## src/bcce_pkg.sv

```systemverilog
// condition code evaluator package: register map, fields, types
// assumes one 40 MHz clock domain shared with the bc sequencer
package bcce_pkg;

	// register word addresses
	localparam logic [7:0] BCCE_ADDR_CFG = 8'h32;
	localparam logic [7:0] BCCE_ADDR_GPF = 8'h37;
	localparam logic [7:0] BCCE_ADDR_OUTC = 8'h40;
	localparam logic [7:0] BCCE_ADDR_ISTAT = 8'h41;
	localparam logic [7:0] BCCE_ADDR_IMASK = 8'h42;

	// reset values
	localparam logic [15:0] BCCE_CFG_RST = 16'h0000;
	localparam logic [7:0] BCCE_GPF_RST = 8'h00;
	localparam logic [3:0] BCCE_IMASK_RST = 4'h0;

	// configuration fields
	localparam int BCCE_CFG_TMO_HI = 15;
	localparam int BCCE_CFG_TMO_LO = 14;
	localparam int BCCE_CFG_BCAST_EN = 0;

	// condition code field
	localparam int BCCE_CC_INV = 4;
	localparam logic [3:0] BCCE_CC_NOREPLY = 4'h8;
	localparam logic [3:0] BCCE_CC_FMT = 4'h9;
	localparam logic [3:0] BCCE_CC_BLOCK = 4'hA;
	localparam logic [3:0] BCCE_CC_MSKSTAT = 4'hB;
	localparam logic [3:0] BCCE_CC_FAULTY = 4'hC;
	localparam logic [3:0] BCCE_CC_RETRY1 = 4'hD;
	localparam logic [3:0] BCCE_CC_RETRY2 = 4'hE;
	localparam logic [3:0] BCCE_CC_ALWAYS = 4'hF;

	// message control word fields
	localparam int BCCE_CW_MSG_ERR = 14;
	localparam int BCCE_CW_SVC_REQ = 13;
	localparam int BCCE_CW_BUSY = 12;
	localparam int BCCE_CW_SUBSYS = 11;
	localparam int BCCE_CW_TERM = 10;
	localparam int BCCE_CW_RSVD = 9;
	localparam int BCCE_CW_BCAST = 5;

	// received status word fields
	localparam int BCCE_SW_ADDR_HI = 15;
	localparam int BCCE_SW_ADDR_LO = 11;
	localparam int BCCE_SW_MSG_ERR = 10;
	localparam int BCCE_SW_SVC_REQ = 8;
	localparam int BCCE_SW_RSVD_HI = 7;
	localparam int BCCE_SW_RSVD_LO = 5;
	localparam int BCCE_SW_BCAST = 4;
	localparam int BCCE_SW_BUSY = 3;
	localparam int BCCE_SW_SUBSYS = 2;
	localparam int BCCE_SW_TERM = 0;

	// interrupt status bit positions
	localparam int BCCE_IRQ_DONE = 0;
	localparam int BCCE_IRQ_FAULTY = 1;
	localparam int BCCE_IRQ_MSKSTAT = 2;
	localparam int BCCE_IRQ_SKIP = 3;

	// message kinds reported at completion
	typedef enum logic [2:0] {
		BCCE_MSG_BC_RT = 3'h0,
		BCCE_MSG_RT_BC = 3'h1,
		BCCE_MSG_RT_RT = 3'h2,
		BCCE_MSG_MODE_TX_DATA = 3'h3,
		BCCE_MSG_MODE_RX_DATA = 3'h4,
		BCCE_MSG_MODE_NO_DATA = 3'h5
	} bcce_msg_kind_t;

	// message outcome from the protocol engine
	typedef struct packed {
		bcce_msg_kind_t kind;
		logic reply_seen;
		logic [7:0] reply_delay_us;
		logic sync_err;
		logic enc_err;
		logic bitcnt_err;
		logic parity_err;
		logic wcnt_err;
		logic loopback_err;
		logic status_valid;
		logic [15:0] status_word;
		logic [4:0] cmd_addr;
		logic [15:0] ctrl_word;
		logic [1:0] retries;
	} bcce_msg_result_t;

	// latched outcome flags of the last message
	typedef struct packed {
		logic [1:0] retries;
		logic faulty_message_flag;
		logic masked_status_flag;
		logic clean_block_flag;
		logic format_fault_flag;
		logic no_reply_flag;
	} bcce_outcome_t;

	// flag manipulation op: both bits set toggles
	typedef struct packed {
		logic [7:0] set_bits;
		logic [7:0] clr_bits;
	} bcce_flag_op_t;

endpackage

```

## src/bcce_condition_eval.sv

```systemverilog
// condition code evaluator for the bus controller sequencer
// assumes the sequencer, protocol engine and host port share clk_sys_in
//
// Implementation choices: the address-and-strobe port and the register offsets.
`timescale 1ns/100ps

// Function
// - codes 0 to 7 test user flags; host writes them at 0x0037
// - code 8 tests no reply or reply later than selected timeout
// - code 9 tests format fault from sync, encoding, bits, parity, count
// - status word address not matching command also sets format fault
// - clean block set after error-free rt-bc, rt-rt or transmit mode data
// - clean block cleared after invalid, bc-rt, receive mode or no-data mode
// - masked status set when unmasked control bit 14-10 matches set status
// - reserved mask low sets masked status on any reserved status bit
// - broadcast enable, control bit 5 low and status bit 4 sets it
// - code C tests faulty message: format, no reply or loopback
// - masked status never affects the faulty message flag
// - code D true on one or more retries, inverse on no retry
// - code E true on two retries; inverse is undefined
// - code F plain always evaluates true
// - code F inverse always evaluates false, a no-op
// - user flags set, cleared or toggled by op or host write
// - instruction executes only on true; otherwise pointer skips ahead
module bcce_condition_eval #(
	parameter logic [31:0] REPLY_LIMIT_US = 32'h80402010 // four timeout choices
) (
	input wire logic clk_sys_in, // 40 MHz system clock
	input wire logic rst_in, // async reset, high
	input wire logic [7:0] addr_in, // register word address
	input wire logic [15:0] wr_data_in, // write data
	input wire logic wr_en_in, // write strobe
	input wire logic rd_en_in, // read strobe
	output logic [15:0] rd_data_out, // read data, cycle after strobe
	input wire logic msg_done_in, // message completed pulse
	input wire bcce_pkg::bcce_msg_result_t msg_res_in, // outcome of message
	input wire logic flag_op_in, // flag manipulate op pulse
	input wire bcce_pkg::bcce_flag_op_t flag_arg_in, // op argument
	input wire logic eval_req_in, // evaluate condition pulse
	input wire logic [4:0] cond_in, // condition field
	input wire logic uncond_in, // op code ignores condition
	output logic eval_done_out, // evaluation answer pulse
	output logic eval_true_out, // condition result
	output logic exec_out, // instruction executes
	output logic skip_out, // pointer advances past it
	output logic [7:0] user_flags_out, // user flag register
	output bcce_pkg::bcce_outcome_t outcome_out, // last message flags
	output logic irq_out // level interrupt
);
	import bcce_pkg::*;

	////////////////////////////////////////////////////////////////
	// state

	logic [15:0] cfg_q;
	logic [7:0] gpf_q;
	logic [7:0] gpf_d;
	bcce_outcome_t outc_q;
	bcce_outcome_t outc_d;
	logic [3:0] istat_q;
	logic [3:0] imask_q;
	logic [3:0] irq_evt;
	logic host_gpf_wr;
	logic [7:0] host_set;
	logic [7:0] host_clr;
	logic cond_val;
	logic [7:0] reply_limit;
	logic [4:0] sw_addr;
	logic [4:0] cw_mask_hit;
	logic rsvd_hit;
	logic bcast_hit;
	logic valid_err;

	////////////////////////////////////////////////////////////////
	// user flags

	// set, clear, or toggle when both are asked
	function automatic logic [7:0] flag_apply(
		input logic [7:0] cur,
		input logic [7:0] s,
		input logic [7:0] c
	);
		flag_apply = (cur & ~c & ~s) | (s & ~c) | (s & c & ~cur)
			| (cur & ~s & ~c);
	endfunction

	// host word: low byte sets, high byte clears
	assign host_gpf_wr = wr_en_in && (addr_in == BCCE_ADDR_GPF);
	assign host_set = host_gpf_wr ? wr_data_in[7:0] : 8'h00;
	assign host_clr = host_gpf_wr ? wr_data_in[15:8] : 8'h00;

	// op applied first, host write on top of it
	always_comb begin
		gpf_d = gpf_q;
		if (flag_op_in) begin
			gpf_d = flag_apply(gpf_d, flag_arg_in.set_bits,
				flag_arg_in.clr_bits);
		end
		gpf_d = flag_apply(gpf_d, host_set, host_clr);
	end

	// user flag register
	always_ff @(posedge clk_sys_in or posedge rst_in) begin
		if (rst_in) begin
			gpf_q <= BCCE_GPF_RST;
		end else begin
			gpf_q <= gpf_d;
		end
	end

	////////////////////////////////////////////////////////////////
	// configuration register

	always_ff @(posedge clk_sys_in or posedge rst_in) begin
		if (rst_in) begin
			cfg_q <= BCCE_CFG_RST;
		end else if (wr_en_in && addr_in == BCCE_ADDR_CFG) begin
			cfg_q <= wr_data_in;
		end
	end

	////////////////////////////////////////////////////////////////
	// message outcome

	// timeout picked by configuration bits 15-14
	always_comb begin
		unique case (cfg_q[BCCE_CFG_TMO_HI:BCCE_CFG_TMO_LO])
			2'b00: reply_limit = REPLY_LIMIT_US[7:0];
			2'b01: reply_limit = REPLY_LIMIT_US[15:8];
			2'b10: reply_limit = REPLY_LIMIT_US[23:16];
			2'b11: reply_limit = REPLY_LIMIT_US[31:24];
		endcase
	end

	assign sw_addr = msg_res_in.status_word[BCCE_SW_ADDR_HI:BCCE_SW_ADDR_LO];

	assign valid_err = msg_res_in.sync_err | msg_res_in.enc_err
		| msg_res_in.bitcnt_err | msg_res_in.parity_err
		| msg_res_in.wcnt_err;

	// a zero mask bit lets the status bit through
	assign cw_mask_hit = ~msg_res_in.ctrl_word[BCCE_CW_MSG_ERR:BCCE_CW_TERM]
		& {msg_res_in.status_word[BCCE_SW_MSG_ERR],
		msg_res_in.status_word[BCCE_SW_SVC_REQ],
		msg_res_in.status_word[BCCE_SW_BUSY],
		msg_res_in.status_word[BCCE_SW_SUBSYS],
		msg_res_in.status_word[BCCE_SW_TERM]};

	assign rsvd_hit = !msg_res_in.ctrl_word[BCCE_CW_RSVD]
		&& (|msg_res_in.status_word[BCCE_SW_RSVD_HI:BCCE_SW_RSVD_LO]);

	assign bcast_hit = cfg_q[BCCE_CFG_BCAST_EN]
		&& !msg_res_in.ctrl_word[BCCE_CW_BCAST]
		&& msg_res_in.status_word[BCCE_SW_BCAST];

	// next outcome, taken only at message completion
	always_comb begin
		outc_d.no_reply_flag = !msg_res_in.reply_seen
			|| (msg_res_in.reply_delay_us > reply_limit);
		outc_d.format_fault_flag = valid_err
			|| (msg_res_in.status_valid
			&& sw_addr != msg_res_in.cmd_addr);
		// status-mask outcome kept apart from fault logic
		outc_d.masked_status_flag = msg_res_in.status_valid
			&& ((|cw_mask_hit) || rsvd_hit || bcast_hit);
		outc_d.faulty_message_flag = outc_d.format_fault_flag
			|| outc_d.no_reply_flag
			|| msg_res_in.loopback_err;
		outc_d.clean_block_flag = 1'b0;
		if (!outc_d.faulty_message_flag) begin
			unique case (msg_res_in.kind)
				BCCE_MSG_RT_BC,
				BCCE_MSG_RT_RT,
				BCCE_MSG_MODE_TX_DATA: outc_d.clean_block_flag = 1'b1;
				default: outc_d.clean_block_flag = 1'b0;
			endcase
		end
		outc_d.retries = msg_res_in.retries;
	end

	// flags hold between completions
	always_ff @(posedge clk_sys_in or posedge rst_in) begin
		if (rst_in) begin
			outc_q <= '0;
		end else if (msg_done_in) begin
			outc_q <= outc_d;
		end
	end

	////////////////////////////////////////////////////////////////
	// condition evaluation

	// inverse bit flips each flag test
	always_comb begin
		cond_val = 1'b0;
		unique case (cond_in[3:0])
			4'h6, 4'h7,
			4'h0, 4'h1, 4'h2, 4'h3, 4'h4, 4'h5:
				cond_val = gpf_q[cond_in[2:0]] ^ cond_in[BCCE_CC_INV];
			BCCE_CC_NOREPLY:
				cond_val = outc_q.no_reply_flag ^ cond_in[BCCE_CC_INV];
			BCCE_CC_FMT:
				cond_val = outc_q.format_fault_flag ^ cond_in[BCCE_CC_INV];
			BCCE_CC_BLOCK:
				cond_val = outc_q.clean_block_flag ^ cond_in[BCCE_CC_INV];
			BCCE_CC_MSKSTAT:
				cond_val = outc_q.masked_status_flag ^ cond_in[BCCE_CC_INV];
			BCCE_CC_FAULTY:
				cond_val = outc_q.faulty_message_flag ^ cond_in[BCCE_CC_INV];
			BCCE_CC_RETRY1:
				cond_val = cond_in[BCCE_CC_INV] ? (outc_q.retries == 2'h0)
					: (outc_q.retries != 2'h0);
			// undefined inverse is read as false, a safe skip
			BCCE_CC_RETRY2:
				cond_val = !cond_in[BCCE_CC_INV]
					&& (outc_q.retries == 2'h2);
			BCCE_CC_ALWAYS:
				cond_val = !cond_in[BCCE_CC_INV];
		endcase
	end

	// answer one cycle after the request
	always_ff @(posedge clk_sys_in or posedge rst_in) begin
		if (rst_in) begin
			eval_done_out <= 1'b0;
			eval_true_out <= 1'b0;
			exec_out <= 1'b0;
			skip_out <= 1'b0;
		end else begin
			eval_done_out <= eval_req_in;
			if (eval_req_in) begin
				eval_true_out <= cond_val || uncond_in;
			end
			exec_out <= eval_req_in && (cond_val || uncond_in);
			skip_out <= eval_req_in && !(cond_val || uncond_in);
		end
	end

	////////////////////////////////////////////////////////////////
	// interrupts

	assign irq_evt[BCCE_IRQ_DONE] = msg_done_in;
	assign irq_evt[BCCE_IRQ_FAULTY] = msg_done_in && outc_d.faulty_message_flag;
	assign irq_evt[BCCE_IRQ_MSKSTAT] = msg_done_in && outc_d.masked_status_flag;
	assign irq_evt[BCCE_IRQ_SKIP] = eval_req_in && !(cond_val || uncond_in);

	// read clears, but a same-cycle event survives
	always_ff @(posedge clk_sys_in or posedge rst_in) begin
		if (rst_in) begin
			istat_q <= 4'h0;
		end else if (rd_en_in && addr_in == BCCE_ADDR_ISTAT) begin
			istat_q <= irq_evt;
		end else begin
			istat_q <= istat_q | irq_evt;
		end
	end

	always_ff @(posedge clk_sys_in or posedge rst_in) begin
		if (rst_in) begin
			imask_q <= BCCE_IMASK_RST;
		end else if (wr_en_in && addr_in == BCCE_ADDR_IMASK) begin
			imask_q <= wr_data_in[3:0];
		end
	end

	// lags status by one cycle to stay a clean flop output
	always_ff @(posedge clk_sys_in or posedge rst_in) begin
		if (rst_in) begin
			irq_out <= 1'b0;
		end else begin
			irq_out <= |(istat_q & imask_q);
		end
	end

	////////////////////////////////////////////////////////////////
	// register read port

	// data valid only in the cycle after the strobe
	always_ff @(posedge clk_sys_in or posedge rst_in) begin
		if (rst_in) begin
			rd_data_out <= 16'h0000;
		end else if (rd_en_in) begin
			unique case (addr_in)
				BCCE_ADDR_CFG: rd_data_out <= cfg_q;
				BCCE_ADDR_GPF: rd_data_out <= {8'h00, gpf_q};
				BCCE_ADDR_OUTC: rd_data_out <= {9'h000, outc_q};
				BCCE_ADDR_ISTAT: rd_data_out <= {12'h000, istat_q};
				BCCE_ADDR_IMASK: rd_data_out <= {12'h000, imask_q};
				default: rd_data_out <= 16'h0000;
			endcase
		end else begin
			rd_data_out <= 16'h0000;
		end
	end

	// mirrors for the sequencer and status pins
	always_ff @(posedge clk_sys_in or posedge rst_in) begin
		if (rst_in) begin
			user_flags_out <= BCCE_GPF_RST;
			outcome_out <= '0;
		end else begin
			user_flags_out <= gpf_d;
			outcome_out <= msg_done_in ? outc_d : outc_q;
		end
	end
endmodule

```

## config.mk

```make
export PLATFORM = sky130hd
export DESIGN_NAME = bcce_condition_eval
export DESIGN_NICKNAME = d
export VERILOG_FILES = /design/src/bcce_pkg.sv /design/src/bcce_condition_eval.sv
export SDC_FILE = /design/constraint.sdc
export NUM_CORES = 1
export LEC_CHECK = 0
export BUFFER_PORTS_ARGS = -buffer_cell sky130_fd_sc_hd__buf_2
export CORE_ASPECT_RATIO = 0.9
export CORE_UTILIZATION = 40
export DETAILED_ROUTE_END_ITERATION = 8
export PLACE_DENSITY = 0.68
export SLEW_MARGIN = 5
export SYNTH_ARGS = -nofsm -noshare
export SYNTH_HDL_FRONTEND = slang
export SYNTH_SLANG_ARGS = --single-unit
```

## constraint.sdc

```tcl
create_clock -name clk_sys_in -period 2.6 [get_ports clk_sys_in]
set_input_delay 0.65 -clock clk_sys_in [delete_from_list [all_inputs] [get_ports clk_sys_in]]
set_output_delay 0.65 -clock clk_sys_in [all_outputs]
set_load 0.02 [all_outputs]
```

==> flow_summary.ini <==
[floorplanning]
die_h_um = 86.11
pin_count = 147
dieArea_um2 = 8220
std_cell_rows = 30
core-area_um2 = 7582
initial_core_util_pct = 41.47
die_w_um = 95.46

[synthesis]
async_flop_share_pct = 100.0
synth-compound-area-share_pct = 19.46
yosys.area_share.simple_pct = 16.00
synth_edf_count = 0
synthFlopType = dfrtp_1
synthTopCellsByArea = dfrtp_1, mux2_2, a21oi_1
synthMuxAreaShare_pct = 9.869
synth_top_family_by_area = compound AO/OA/AOI/OAI gates
synth_area_per_cell_um2 = 10.38
synth_nets = 418
yosysSeqAreaShare_pct = 47.75
synth-xor-area-share_pct = 1.393
syn_inst = 303
synthDistinctLibCells = 51
synth_top_area_share_pct = 47.75
synth_top_area_cell = dfrtp_1
yosys_warnings = 0
synth_seq_cells = 60
netlist_area_um2 = 3144
synth_fa_ha_area_share_pct = 1.592

[pwr]
pwr-share-seq_pct = 46.0
switching_share_pct = 28.91
switching_power_mw = 0.6627
power.total_mw = 2.292
p_clk_share_pct = 34.9
p_per_area_nw_per_um2 = 554.2
intPower_mw = 1.630
p_comb_share_pct = 19.1
irDropWorstVdd_mv = 0.2181
p_leak_nw = 2.082

[placed_design]
dp_cells = 531
place_ws_ns = 0.2497
dp_hpwl_mm = 6.718
io_buffers = 135
place_congestion = 0.8927
placed_cell_area_um2 = 3953

[sta]
relSlewSlack_pct = 50.46
rsz0062_at_grt = false
setup_viol = 0
fin_crit_sh_pct = 80.21
skew_ns = 0.009681
drv_slew = 0
whs_ns = 0.4658
max_slew.worst_pin.slew_ns = 0.7432
setup_tns_ns = 0
hold_viol_final = 0
timing.final.ws_setup_ns = 0.5146
min_period_ns = 2.085
fmax_mhz = 479.5

[worst_setup_path]
crit_slowest_cell = or4b_2
worstPathArrival_ns = 2.29
cp.required_ns = 2.80
startpoint_type = flip-flop
slowest_delay_ns = 0.60
crit_path_max_fanout = 6
cp-end-kind = flip-flop
path_buf_inv = 0
crit_family = simple AND/OR/NAND/NOR gates
worst_path_most_repeated_cell = o21ai_0
setup.worst_path.class = flip-flop to flip-flop
crit_path_cell_trace = nor2_1 > ha_1 > or4b_2 > o21ai_0 > a21oi_1 > o21ai_0 > o211ai_1

[cts]
clockRootBuffer = clkbuf_8
cts_tree = done
clk_latency_ns = 0.34
cts_sinks = 60
cts.repair.resized = 0
cts-hold-fix-buffers = 0
post_cts_buffers = 0
path_clk_slew_ns = 0.07
numCtsBuffers = 9
clock_path_buffers = 2
cts-htree-levels = 3

[worst_hold_path]
hp-class = primary input to flip-flop

[layout]
utilization_pct = 54.55
drive_gt1_share_pct = 44.12
area_growth_pct = 31.56
instances_no_fill = 547
antennaDiodeCount = 0
nets = 561
finish.instance_area_um2 = 4136

[global_routing]
busiest_layer = met2
grt_pass1_wl_mm = 13.15
met2_usage_pct = 35.52
grtUsageTotal_pct = 21.44
first_global_vias = 2652
antenna_found_initial = 0
grt_max_degree = 61
grt.overflow.total = 0
grt_util_met3_pct = 4.876
met1_usage_pct = 27.97

[drt]
viasPerCell = 5.303
postRouteWirelength_mm = 8.578
postRouteAntennaNets = 0
drt_pass1_iterations = 4
drcViolationCount = 0
wl_per_cell_um = 15.68
via_count = 2901
drt_iter0_drc = 180

[flow_run]
cap_viol_max_count = 0

[outcome]
status = finished, final reports clean
## worst reg2reg max path, cell delays in order (launching register included)
cell and delay (ns):
dfrtp_1 0.42, nor2_1 0.07, ha_1 0.27, or4b_2 0.60, o21ai_0 0.19, a21oi_1 0.07
o21ai_0 0.21, o211ai_1 0.12
## cell usage in the layout (no fill, tap or decap), drive strengths merged, types with 6 or more instances in the layout
cell,instances
mux2,22
o21ai,13
nor3,10
and3,7
clkbuf,11
inv,17
nor2,17
a31o,13
buf,143
nand2,15
and2,10
a22oi,8
a31oi,6
a21oi,29
dfrtp,60
nand3,10
## logic make-up after synthesis
logic type	after synthesis
xor+xnor	5
buf+inv	28
fa+ha+maj	4
flops	60
compound gates	92
mux	27
simple gates	87
## power by group through the flow
stage	Clock, mW	Combinational [mW]	Sequential (mW)
after detailed placement	0	0.440	1.07
final	0.800	0.439	1.05
after floorplan	0	0.210	1.10
after global routing	0.858	0.483	1.06
after CTS	0.821	0.441	1.05
after global placement	0	0.431	1.07
## state kept, by name, indices dropped and copies added (netlist names)
name and count:
istat_q 4, skip_out 1, eval_true_out 1, eval_done_out 1
exec_out 1, user_flags_out 8, outcome_out 7, cfg_q 16
irq_out 1, imask_q 4, rd_data_out 16
## metal layers
layer / vias to the layer above / wire length [um]
met5: - / 0
met4: 0 / 121
met3: 10 / 501
met1: 1374 / 3814
met2: 99 / 4139
li1: 1418 / -
## path summary, 6_finish.rpt
path / cells after the start / slack, ns / startpoint / endpoint
min: 1 / 0.47 / eval_req_in / eval_done_out$_DFF_PP0_
max: 7 / 0.51 / cfg_q[15]$_DFFE_PP0P_ / istat_q[1]$_DFF_PP0_
min in group asynchronous: 3 / 0.51 / rst_in / cfg_q[9]$_DFFE_PP0P_
min reg2reg: 1 / 0.48 / cfg_q[11]$_DFFE_PP0P_ / rd_data_out[11]$_DFF_PP0_
max reg2reg: 7 / 0.51 / cfg_q[15]$_DFFE_PP0P_ / istat_q[1]$_DFF_PP0_
max in group asynchronous: 3 / 1.59 / rst_in / outcome_out[0]$_DFFE_PP0P_
## cell type report
type,instances,area [um2]
inverters,17,63.81
well taps,96,120.1
clock inverters,5,52.55
fillers,738,3446
flip-flops and latches,60,1501
clock buffers,11,131.4
repair buffers,143,748.2
multi-input cells,215,1519
## synthesized netlist by cell type (6+ instances only)
cell type / n
and2_1: 9
nand3_1: 10
and3_1: 7
mux2_2: 22
inv_1: 17
nand2_1: 14
a31o_2: 13
a31oi_1: 6
nor3_1: 9
nor2_1: 17
dfrtp_1: 60
a21oi_1: 29
o21ai_0: 12
a22oi_1: 8
Power figures use the tool's default switching activity.
